$ cat src/flrh_pkg.sv
// Purpose: Constants and carriers for the frame, low-speed and root hub registers
// Assumes: Command-coded register access, one 32-bit word per command
// Notes: Descriptor reset values are build choices, not fixed by the hardware
`default_nettype none
package flrh_pkg;
    // Command codes: read codes, write codes carry bit 7
    localparam logic [7:0] CMD_RD_FRAME = 8'h0f;
    localparam logic [7:0] CMD_RD_LIMIT = 8'h11;
    localparam logic [7:0] CMD_WR_LIMIT = 8'h91;
    localparam logic [7:0] CMD_RD_DESC_A = 8'h12;
    localparam logic [7:0] CMD_WR_DESC_A = 8'h92;
    localparam logic [7:0] CMD_WR_DESC_B = 8'h93;
    localparam logic [7:0] CMD_WR_RH_STAT = 8'h94;
    localparam logic [7:0] CMD_WR_PORT1 = 8'h95;
    localparam logic [7:0] CMD_WR_PORT2 = 8'h96;
    // Field positions of the first root hub descriptor, and the threshold MSB
    localparam int PGT_MSB = 31;
    localparam int PGT_LSB = 24;
    localparam int OC_ABSENT_BIT = 12;
    localparam int OC_PORT_BIT = 11;
    localparam int COMPOUND_BIT = 10;
    localparam int PWR_ABSENT_BIT = 9;
    localparam int PWR_PORT_BIT = 8;
    localparam int PORT_CNT_MSB = 1;
    localparam int LIMIT_MSB = 10;
    // Reset values
    localparam logic [15:0] RST_FRAME = 16'h0000;
    localparam logic [10:0] RST_LIMIT = 11'h628;
    localparam logic [7:0] RST_PGT = 8'h01;
    localparam logic RST_OC_ABSENT = 1'b0;
    localparam logic RST_PWR_ABSENT = 1'b0;
    localparam logic RST_PWR_PORT = 1'b1;
    localparam logic RST_OC_PORT = RST_PWR_PORT;
    localparam logic [1:0] PORT_COUNT = 2'h2;
    // Controller USB states
    typedef enum logic [1:0] {
        FLRH_USB_RESET = 2'h0,
        FLRH_USB_RESUME = 2'h1,
        FLRH_USB_OPER = 2'h2,
        FLRH_USB_SUSPEND = 2'h3
    } flrh_usb_state_t;
    // Command from driver software
    typedef struct packed {
        logic valid;
        logic dword;
        logic [7:0] code;
        logic [31:0] data;
    } flrh_cmd_t;
    // Read answer
    typedef struct packed {
        logic valid;
        logic [31:0] data;
    } flrh_rsp_t;
endpackage
`default_nettype wire

$ cat src/flrh_regs.sv
// Purpose: Frame number counter, low-speed commit limit and first root hub descriptor
// Assumes: All inputs come from logic on clk; commands are one-cycle strobes
// Notes: Notes on behaviour follow
// Notes on behaviour
// - Frame count advances on each frame-remaining reload
// - Frame count wraps from ffff to zero
// - Entering operational state bumps frame count once
// - Each frame count advance raises frame-start flag
// - Threshold read 11h, write 91h, bits 10:0
// - Low-speed start only if remaining >= threshold
// - Hardware never alters the threshold itself
// - Root hub registers accept whole words only
// - Descriptor writes accepted in any state
// - Status and port writes only when operational
// - First descriptor read 12h, write 92h
// - Bit 12 set means no overcurrent reporting
// - Bit 11 picks global or per-port reporting
// - Reporting mode resets equal to switching mode
// - Compound device bit reads zero, read-only
// - Port count field reports two ports
// - Bit 8 picks ganged or per-port power
// - Bit 9 set means ports always powered
`timescale 1ns/1ps
`default_nettype none
module flrh_regs (
    input wire logic clk,
    input wire logic rst_n,
    input wire flrh_pkg::flrh_cmd_t cmd,
    output flrh_pkg::flrh_rsp_t rsp,
    input wire flrh_pkg::flrh_usb_state_t usb_state,
    input wire logic frame_reload,
    input wire logic [13:0] frame_time_left,
    input wire logic ls_req,
    output logic ls_go,
    output logic frame_start_set,
    output logic rh_desc_b_wr,
    output logic rh_status_wr,
    output logic [1:0] rh_port_wr,
    output logic [31:0] rh_wr_data,
    output logic oc_report_off,
    output logic oc_per_port,
    output logic pwr_always_on,
    output logic pwr_per_port,
    output logic [7:0] power_good_wait_time
);
    logic [15:0] frame_count_r;
    logic [15:0] frame_count_nxt;
    logic [10:0] low_speed_commit_limit_r;
    logic [7:0] pgt_r;
    logic oc_absent_r;
    logic oc_port_r;
    logic pwr_absent_r;
    logic pwr_port_r;
    logic oper_d_r;
    logic enter_oper;
    logic frame_adv;
    logic is_oper;
    logic wr_ok;
    flrh_pkg::flrh_rsp_t rsp_r;
    logic [31:0] desc_a_word;

    // Whole-word write of the given code
    function automatic logic wr_hit(input flrh_pkg::flrh_cmd_t c, input logic [7:0] code);
        wr_hit = c.valid && c.dword && (c.code == code);
    endfunction

    assign is_oper = (usb_state == flrh_pkg::FLRH_USB_OPER);
    assign enter_oper = is_oper && !oper_d_r;
    // Reload and state entry in the same cycle count as one advance
    assign frame_adv = frame_reload || enter_oper;
    assign frame_count_nxt = frame_count_r + 16'h0001;
    assign wr_ok = is_oper;

    // Previous-cycle operational flag for entry detection
    always_ff @(posedge clk or negedge rst_n) begin
        if (!rst_n) begin
            oper_d_r <= 1'b0;
        end else begin
            oper_d_r <= is_oper;
        end
    end

    // Frame counter, wraps naturally at 16 bits
    always_ff @(posedge clk or negedge rst_n) begin
        if (!rst_n) begin
            frame_count_r <= flrh_pkg::RST_FRAME;
        end else if (frame_adv) begin
            frame_count_r <= frame_count_nxt;
        end
    end

    // Flag pulse for the interrupt status register, cleared over there
    always_ff @(posedge clk or negedge rst_n) begin
        if (!rst_n) begin
            frame_start_set <= 1'b0;
        end else begin
            frame_start_set <= frame_adv;
        end
    end

    // Threshold changes only on a software write
    always_ff @(posedge clk or negedge rst_n) begin
        if (!rst_n) begin
            low_speed_commit_limit_r <= flrh_pkg::RST_LIMIT;
        end else if (wr_hit(cmd, flrh_pkg::CMD_WR_LIMIT)) begin
            low_speed_commit_limit_r <= cmd.data[flrh_pkg::LIMIT_MSB:0];
        end
    end

    // Commit check; handshake output kept combinational to avoid a lost cycle
    assign ls_go = ls_req &&
        ({3'h0, frame_time_left} >= {3'h0, low_speed_commit_limit_r});

    // First descriptor writable fields, any USB state
    always_ff @(posedge clk or negedge rst_n) begin
        if (!rst_n) begin
            pgt_r <= flrh_pkg::RST_PGT;
            oc_absent_r <= flrh_pkg::RST_OC_ABSENT;
            oc_port_r <= flrh_pkg::RST_OC_PORT;
            pwr_absent_r <= flrh_pkg::RST_PWR_ABSENT;
            pwr_port_r <= flrh_pkg::RST_PWR_PORT;
        end else if (wr_hit(cmd, flrh_pkg::CMD_WR_DESC_A)) begin
            pgt_r <= cmd.data[flrh_pkg::PGT_MSB:flrh_pkg::PGT_LSB];
            oc_absent_r <= cmd.data[flrh_pkg::OC_ABSENT_BIT];
            oc_port_r <= cmd.data[flrh_pkg::OC_PORT_BIT];
            pwr_absent_r <= cmd.data[flrh_pkg::PWR_ABSENT_BIT];
            pwr_port_r <= cmd.data[flrh_pkg::PWR_PORT_BIT];
        end
    end

    // Descriptor as read; compound bit and reserved bits stay zero
    always_comb begin
        desc_a_word = 32'h0000_0000;
        desc_a_word[flrh_pkg::PGT_MSB:flrh_pkg::PGT_LSB] = pgt_r;
        desc_a_word[flrh_pkg::OC_ABSENT_BIT] = oc_absent_r;
        desc_a_word[flrh_pkg::OC_PORT_BIT] = oc_port_r;
        desc_a_word[flrh_pkg::COMPOUND_BIT] = 1'b0;
        desc_a_word[flrh_pkg::PWR_ABSENT_BIT] = pwr_absent_r;
        desc_a_word[flrh_pkg::PWR_PORT_BIT] = pwr_port_r;
        desc_a_word[flrh_pkg::PORT_CNT_MSB:0] = flrh_pkg::PORT_COUNT;
    end

    // Per-port reporting only means something with reporting present
    assign oc_report_off = oc_absent_r;
    assign oc_per_port = !oc_absent_r && oc_port_r;
    assign pwr_always_on = pwr_absent_r;
    assign pwr_per_port = !pwr_absent_r && pwr_port_r;
    assign power_good_wait_time = pgt_r;

    // Read path, one cycle after the command; unknown codes read zero
    always_ff @(posedge clk or negedge rst_n) begin
        if (!rst_n) begin
            rsp_r <= '0;
        end else begin
            rsp_r.valid <= cmd.valid && !cmd.code[7];
            rsp_r.data <= 32'h0000_0000;
            if (cmd.valid && !cmd.code[7]) begin
                unique case (cmd.code)
                    flrh_pkg::CMD_RD_FRAME: rsp_r.data <= {16'h0000, frame_count_r};
                    flrh_pkg::CMD_RD_LIMIT: begin
                        rsp_r.data <= {21'h000000, low_speed_commit_limit_r};
                    end
                    flrh_pkg::CMD_RD_DESC_A: begin
                        // Part-word access to a root hub register reads zero
                        rsp_r.data <= cmd.dword ? desc_a_word : 32'h0000_0000;
                    end
                    default: rsp_r.data <= 32'h0000_0000;
                endcase
            end
        end
    end
    assign rsp = rsp_r;

    // Strobes toward the rest of the root hub; status writes need operational state
    always_ff @(posedge clk or negedge rst_n) begin
        if (!rst_n) begin
            rh_desc_b_wr <= 1'b0;
            rh_status_wr <= 1'b0;
            rh_port_wr <= 2'h0;
            rh_wr_data <= 32'h0000_0000;
        end else begin
            rh_desc_b_wr <= wr_hit(cmd, flrh_pkg::CMD_WR_DESC_B);
            rh_status_wr <= wr_ok && wr_hit(cmd, flrh_pkg::CMD_WR_RH_STAT);
            rh_port_wr[0] <= wr_ok && wr_hit(cmd, flrh_pkg::CMD_WR_PORT1);
            rh_port_wr[1] <= wr_ok && wr_hit(cmd, flrh_pkg::CMD_WR_PORT2);
            if (cmd.valid && cmd.dword) begin
                rh_wr_data <= cmd.data;
            end
        end
    end
endmodule
`default_nettype wire

$ cat config.mk
export PLATFORM = sky130hd
export DESIGN_NAME = flrh_regs
export DESIGN_NICKNAME = d
export VERILOG_FILES = /design/src/flrh_pkg.sv /design/src/flrh_regs.sv
export SDC_FILE = /design/constraint.sdc
export NUM_CORES = 1
export LEC_CHECK = 0
export CAP_MARGIN = 25
export CORE_UTILIZATION = 50
export DETAILED_ROUTE_END_ITERATION = 8
export DONT_BUFFER_PORTS = 1
export GPL_ROUTABILITY_DRIVEN = 0
export PLACE_DENSITY_LB_ADDON = 0.12
export SETUP_SLACK_MARGIN = 0.3
export SLEW_MARGIN = 10
export SYNTH_ARGS = -nofsm -noshare
export SYNTH_HDL_FRONTEND = slang
export SYNTH_SLANG_ARGS = --single-unit
$ cat constraint.sdc
create_clock -name clk -period 3.15 [get_ports clk]
set_input_delay 0.315 -clock clk [delete_from_list [all_inputs] [get_ports clk]]
set_output_delay 0.315 -clock clk [all_outputs]
set_load 0.05 [all_outputs]
# [Word level (Yosys, flattened, before mapping)]
# Index checks and enable logic that the tools add are counted.
[word_totals] ff_bits=110 in_bits=62
[classes] n_addsub=1 magnitude_cmp=1 n_eq_ne=10 n_mux=3 reduce_logical=20
[ops] cell="32-bit case mux with 3 select lines" n=1
[ops] cell="32-bit two-way mux" n=2
[ops] cell="8-bit equality test (second input constant)" n=6
[ops] cell="16-bit by 1-bit adder with 16-bit output (second input constant)" n=1
[ops] cell="8-bit by 5-bit equality test with 1-bit output (second input constant)" n=2
[ops] cell="1-bit logical AND" n=15
[ops] cell="14-bit by 11-bit greater-or-equal comparator with 1-bit output" n=1
[ops] cell="8-bit by 4-bit equality test with 1-bit output (second input constant)" n=1
[ops] cell="1-bit zero test" n=4
[ops] cell="2-bit equality test (second input constant)" n=1
[ops] cell="1-bit logical OR" n=1

# [Depth between registers and ports, before layout]
# Gate-level depths: netlist of run 1.
[depth] depth_word=3 mapped_depth=6 depth_no_buf=6

# [Worst setup path after synthesis of run 1]
# Ideal clock, no wire load.
[synth_timing] path_type="flip-flop to output port" startpoint="register low_speed_commit_limit_r[9]" endpoint="output port ls_go" arrival_time_ns=1.659 t_required_ns=2.835 path_slack_ns=1.176 stages_incl_launch_ff=7 n_path_buf=0 cell_sequence="dfstp_2 inv_1 ha_1 a21oi_1 o21ai_0 a31o_2 o311a_1"
[synth_via] elab_chain_len=2
[synth_lines] element="from (decl)" line_no="flrh_regs.sv:48" rtl="logic [10:0] low_speed_commit_limit_r;"
[synth_lines] element="from (signal assigned)" line_no="flrh_regs.sv:104" rtl="low_speed_commit_limit_r <= flrh_pkg::RST_LIMIT;"
[synth_lines] element="from (signal assigned)" line_no="flrh_regs.sv:106" rtl="low_speed_commit_limit_r <= cmd.data[flrh_pkg::LIMIT_MSB:0];"
[synth_lines] element="14-bit by 11-bit greater-or-equal comparator with 1-bit output" line_no="flrh_regs.sv:112" rtl="({3'h0, frame_time_left} >= {3'h0, low_speed_commit_limit_r});"
[synth_lines] element="1-bit logical AND" line_no="flrh_regs.sv:111" rtl="assign ls_go = ls_req &&"
[synth_lines] element="to (decl)" line_no="flrh_regs.sv:34" rtl="output logic ls_go,"
# No other way between the ends.

# [Worst setup path in the final report of run 1]
# Ends and elaborated chain as after synthesis.

==> reports/results.ini, run 1 <==
[route]
routed.top_layer=met4
drc=0
wl_per_cell_um=18.89
dr_wl_met3_um=541
antenna_left=0
route.met2.wl_um=4013
firstDrtPassIters=4
wl_met1_um=3781
drt_iter0_markers=108
vias_per_cell=5.643
num_vias=2528
wl_um=8464

[timing]
fin_tns_setup_ps=0
slew_violations=0
period_minus_slack_ps=2507
fin_skew_ps=12.55
rsz0062_at_grt=no
fmax_mhz=398.9
tightest_slew_ps=989.2
max-slew-margin-rel_pct=33.92
final_hold_viol_count=0
fin_crit_sh_pct=79.59
setup_viol=0

[die]
dieArea_um2=9233
die_w_um=96.09
initial_core_util_pct=52.81
die_h_um=96.09
row_count=33
core_um2=8382
io_pins=145

[synth]
synthTopCellsByCount=95 x dfrtp_1, 36 x mux2_2, 20 x mux2_4
ys_seq_area_share_pct=57.86
synth_area_per_cell_um2=13.41
synthFlopType=dfrtp_1
synth.distinct_cells=46
synth_enable_flop_cells=0
synth.most_common_cell=dfrtp_1
synth-seq-cells=102
synthArstFlopShare_pct=100.0
yosysTopAreaCell=dfrtp_1
synthCells=330
synthTopCellsByArea=dfrtp_1 54%, mux2_2 9.2%, mux2_4 6.8%
syn_area_um2=4427
synth_top_area_share_pct=53.70
yosysWarnings=0

[setup_path]
worstPathArrival_ps=2190
path_cells=inv_1 -> ha_1 -> a21oi_1 -> o21ai_0 -> a31o_2 -> o311a_1
cp_top_family=compound AO/OA/AOI/OAI gates
cpMaxStageDelayCell=dfstp_2
worstSetupEndpointType=primary output
worstPathRequired_ps=2830
crit_path_start=low_speed_commit_limit_r[9]
critPathKind=flop to primary output
r2r_start=oper_d_r
critPathBufInv=1
crit_path_max_fanout=3
crit_path_max_incr_delay_ps=580
startpoint_type=flop

[global_routing]
grt_pass1_wl_um=12970
grt_pass1_vias=2488
track_usage_pct=19.32
gr-total-overflow=0
antenna_found_initial=0
grt_max_degree=103

[placed_design]
portBuffers=0
placed_area_um2=4501
hpwl_um=6082

[clock_network]
cts_buffer_depth=2
numCtsBuffers=9
insertion_delay_ps=370
postCtsSetupRepairBufs=0
cts.sinks=102
cts_resized=0
clk_pin_slew_worst_paths_ps=90
htree_levels=3
cts_tree=yes
hold_buffers=2
cts-root-buf=clkbuf_8

[cells_and_area]
drive_gt1_share_pct=26.53
multi_input_area_um2=1722
design_area_um2=4772
ff_latch_area_um2=2561
antenna_cells=0
final_nets=412
utilization_pct=56.93
area_delta_synth_final_pct=7.801
nFillCells=692

[outcome]
status=finished, final reports clean

[power_and_ir_drop]
power.leakage_nw=2.146
powerDensity_nw_per_um2=616.0
peakVddDrop_mv=0.2844

[job]
max_cap_viol_count=0

[hold_path]
hold_path_class=input pin to flop
holdCritStartpoint=cmd[32]

-- stage by stage --
stage	hold slack (ps)	std cells	power [W]	setup slack (ps)
floorplan	19.41	337	0.002011	1177
global placement	22.49	428	0.002059	1017
detailed placement	23.76	428	0.002074	976.8
CTS	0.4327	446	0.002972	630.2
global route	1.844	448	0.003080	526.2
finish	13.57	448	0.002940	642.8
-- path summary, 6_finish.rpt --
kind	slack (ps)	end	depth (start not counted)
min	10	rh_status_wr	1
min reg2reg	470	frame_count_r[15]	1
max reg2reg	1340	frame_count_r[12]	4
min in group asynchronous	570	rsp[12]	2
max in group asynchronous	2200	low_speed_commit_limit_r[5]	2
max	640	ls_go	6
-- worst register-to-register path: stages (launching register included) --
cell and delay [ps]:
dfrtp_1 370, or3b_2 510, a211oi_2 430, and4_1 280, xor2_1 150
-- cells in the final DEF (no fill, tap or decap), drive strengths merged, types with 8 or more instances in the layout --
master / n
inv: 18
ha: 12
nand4: 8
clkbuf: 10
nor2: 12
xnor2: 11
mux2: 56
a22oi: 11
dfrtp: 95
conb: 8
and2: 9
a21oi: 8
nand2: 14
-- layer usage --
layer / GRT usage (%) / vias up
met5: 0 / -
met4: 8.085 / 0
met3: 5.134 / 9
met2: 28.55 / 90
li1: - / 1163
met1: 26.86 / 1266
-- flip-flops by register name, summed over array words and instances (netlist names) --
register / count
pwr_always_on: 1
frame_start_set: 1
rsp: 25
rh_status_wr: 1
rh_desc_b_wr: 1
rh_port_wr: 2
oc_port_r: 1
oc_report_off: 1
rh_wr_data: 32
oper_d_r: 1
low_speed_commit_limit_r: 11
power_good_wait_time: 8
pwr_port_r: 1
frame_count_r: 16
-- logic make-up (layout without fill, tap and decap cells) --
| kind of cell | Yosys count | after routing | synth area share (%) |
|---|---|---|---|
| flops | 102 | 102 | 57.86 |
| buf+inv | 33 | 39 | 3.844 |
| other cells | 1 | 8 | 0.08471 |
| fa+ha+maj | 12 | 12 | 3.392 |
| simple gates | 81 | 81 | 10.99 |
| mux | 56 | 56 | 15.94 |
| xor+xnor | 15 | 15 | 2.968 |
| compound gates | 30 | 30 | 4.918 |
-- cell type report --
type / instances / area share (%)
clock buffer: 10 / 2.884
clock inverter: 6 / 1.599
timing repair buffer: 8 / 1.835
sequential: 102 / 53.67
inverter: 15 / 1.180
multi-input combinational: 202 / 36.08
tap: 105 / 2.753
-- power breakdown --
group          internal (W)  switching, W
sequential          0.00143      0.000366
clock              0.000403      0.000463
combinational      0.000138      0.000139
Power figures use the tool's default switching activity.
==> inputs of run 2 (changes only) <==
==> constraint.sdc (replaced) <==
create_clock -name clk -period 2 [get_ports clk]
set_input_delay 0.2 -clock clk [delete_from_list [all_inputs] [get_ports clk]]
set_output_delay 0.2 -clock clk [all_outputs]
set_load 0.05 [all_outputs]
==> reports/results.ini, run 2 (synthesis gave the netlist of run 1 again) <==
[outcome]
status=finished with violations
violations=hold timing, setup timing

[cells_and_area]
top_register=rh_wr_data
final_cell_mix=95 x dfrtp_1, 37 x dlygate4sd3_1, 36 x mux2_2
utilization_pct=62.49  ; +5.6 points
final_nets=457  ; +11%
final_common_cell=dfrtp_1
multi_input_area_um2=1827  ; +6.1%
nFillCells=675  ; -2.5%
area_delta_synth_final_pct=18.32
antenna_cells=0  ; unchanged
drive_gt1_share_pct=30.49  ; +4.0 points
ff_latch_area_um2=2561  ; unchanged
largest_reg_flops=32  ; unchanged

[global_routing]
grt_pass1_vias=2746  ; +10%
antenna_found_initial=0  ; unchanged
grt_max_degree=103  ; unchanged
track_usage_pct=19.98  ; +0.66 points
gr-total-overflow=0  ; unchanged
grt_pass1_wl_um=13670  ; +5.4%

[die]
die_w_um=96.09  ; unchanged
row_count=33  ; unchanged
core_um2=8382  ; unchanged
die_h_um=96.09  ; unchanged
initial_core_util_pct=52.81  ; unchanged
dieArea_um2=9233  ; unchanged
io_pins=145  ; unchanged

[timing]
fin_skew_ps=12.43  ; -0.1193 ps
setup_ws_ps=-63.90  ; -706.7 ps
fin_crit_sh_pct=103.2
slew_violations=0  ; unchanged
setup_viol=1  ; +1
period_minus_slack_ps=2064
rsz0062_at_grt=yes
hold_slack_ps=-469.6  ; -483.1 ps
fmax_mhz=484.5
max-slew-margin-rel_pct=60.36  ; +26 points
tightest_slew_ps=594.7  ; -394.5 ps
fin_tns_setup_ps=-63.90  ; -63.90 ps
final_hold_viol_count=102  ; +102

[setup_path]
worstPathArrival_ps=1860  ; -330 ps
crit_path_max_fanout=2  ; -1
critPathKind=flop to primary output
cpMaxStageDelayCell=dfstp_2
worstPathRequired_ps=1800  ; -1030 ps
rr_endpoint=frame_count_r[8]
crit_path_max_incr_delay_ps=550  ; -30 ps
worstSetupEndpointType=primary output
startpoint_type=flop
critPathBufInv=1  ; unchanged
r2r_start=oper_d_r
cp_top_family=compound AO/OA/AOI/OAI gates
r2r_cells=5  ; +1
path_cells=inv_1 -> ha_1 -> nor4_2 -> o21ai_2 -> o311a_4
reg2reg_slack_ps=430  ; -910 ps

[clock_network]
clk_pin_slew_worst_paths_ps=100  ; about the same
cts.sinks=102  ; unchanged
numCtsBuffers=9  ; unchanged
cts_buffer_depth=2  ; unchanged
cts-root-buf=clkbuf_8
htree_levels=3  ; unchanged
insertion_delay_ps=360  ; about the same
hold_buffers=37  ; +35
cts_tree=yes

[route]
wl_per_cell_um=18.24  ; -3.4%
wl_um=8976  ; +6.0%
vias_per_cell=5.535  ; -1.9%
num_vias=2723  ; +7.7%
drt_iter0_markers=55  ; -49%
antenna_left=0  ; unchanged
firstDrtPassIters=4  ; unchanged
drc=0  ; unchanged

[job]
max_cap_viol_count=0  ; unchanged

[placed_design]
pre_cts_ws_ps=123.8  ; -853.0 ps
portBuffers=0  ; unchanged
hpwl_um=6146  ; +1.1%

[hold_path]
hold_path_class=input pin to async pin

[power_and_ir_drop]
powerDensity_nw_per_um2=855.2  ; +39%
power.leakage_nw=2.320  ; +8.1%
peakVddDrop_mv=0.4438  ; +56%
finalPower_w=0.004479  ; +52%

## run 2: cell count changes in the layout (fill, tap and decap cells not counted), sizes merged, moves of 2 or more
| cell | change |
|---|---|
| dlygate4sd3 | +34 |
| buf | +11 |
| clkinvlp | +4 |
| inv | -2 |
## run 2: how the worst max path moves through the flow
stage                     depth (start not counted)                    startpoint                 endpoint  slack, ps
after floorplan                                   5   low_speed_commit_limit_r[5]                    ls_go        300
after global placement                            4                       cmd[37]  power_good_wait_time[4]        200
after detailed placement                          4                       cmd[37]            pwr_always_on        120
after CTS                                         5   low_speed_commit_limit_r[5]                    ls_go        -80
after global routing                              5  low_speed_commit_limit_r[10]                    ls_go       -150
final                                             5  low_speed_commit_limit_r[10]                    ls_go        -60
## run 2: report_power, final
part           internal (W)  leakage (nW)  total [W]  switching (W)
combinational      0.000276         0.942   0.000496       0.000219
clock              0.000452        0.0739    0.00115       0.000703
sequential          0.00225          1.30    0.00283       0.000576
## run 2: layer usage
layer	global-route usage [%]	routed length, um	up-vias	share of wire (%)
met5	0	0	-	0
met4	7.463	139	0	1.5
met3	4.660	516	11	5.7
met2	31.50	4406	93	49
met1	26.83	3913	1365	44
li1	-	-	1254	-
## run 2: metrics by stage
step / area [um2] / std cells / hold WS [ps]
floorplan: 4489 / 337 / -95.59
global placement: 4574 / 433 / -91.18
detailed placement: 4574 / 433 / -91.51
CTS: 5230 / 492 / -493.1
global route: 5238 / 492 / -494.7
finish: 5238 / 492 / -469.6
## run 2: layout make-up
class                           instances  area share, %
Sequential cell                       102          48.90
Multi-Input combinational cell        202          34.88
Timing Repair Buffer                   53          9.365
Tap cell                              105          2.508
Clock buffer                            9          2.365
Inverter                               15          1.075
Clock inverter                          6         0.9078
## run 2: worst reg2reg max path, cell delays in order (launching register included)
cell	delay, ps
dfrtp_1	370
or3b_4	420
a211oi_4	250
buf_4	170
nand3_1	100
xnor2_1	140
## run 2: what timing repair did
item	4_1_cts	5_1_grt
endpoints found under the setup margin	6	7
pin swaps	9	0
hold endpoints to repair	161	102
resized for setup	12	2
buffers inserted	7	0
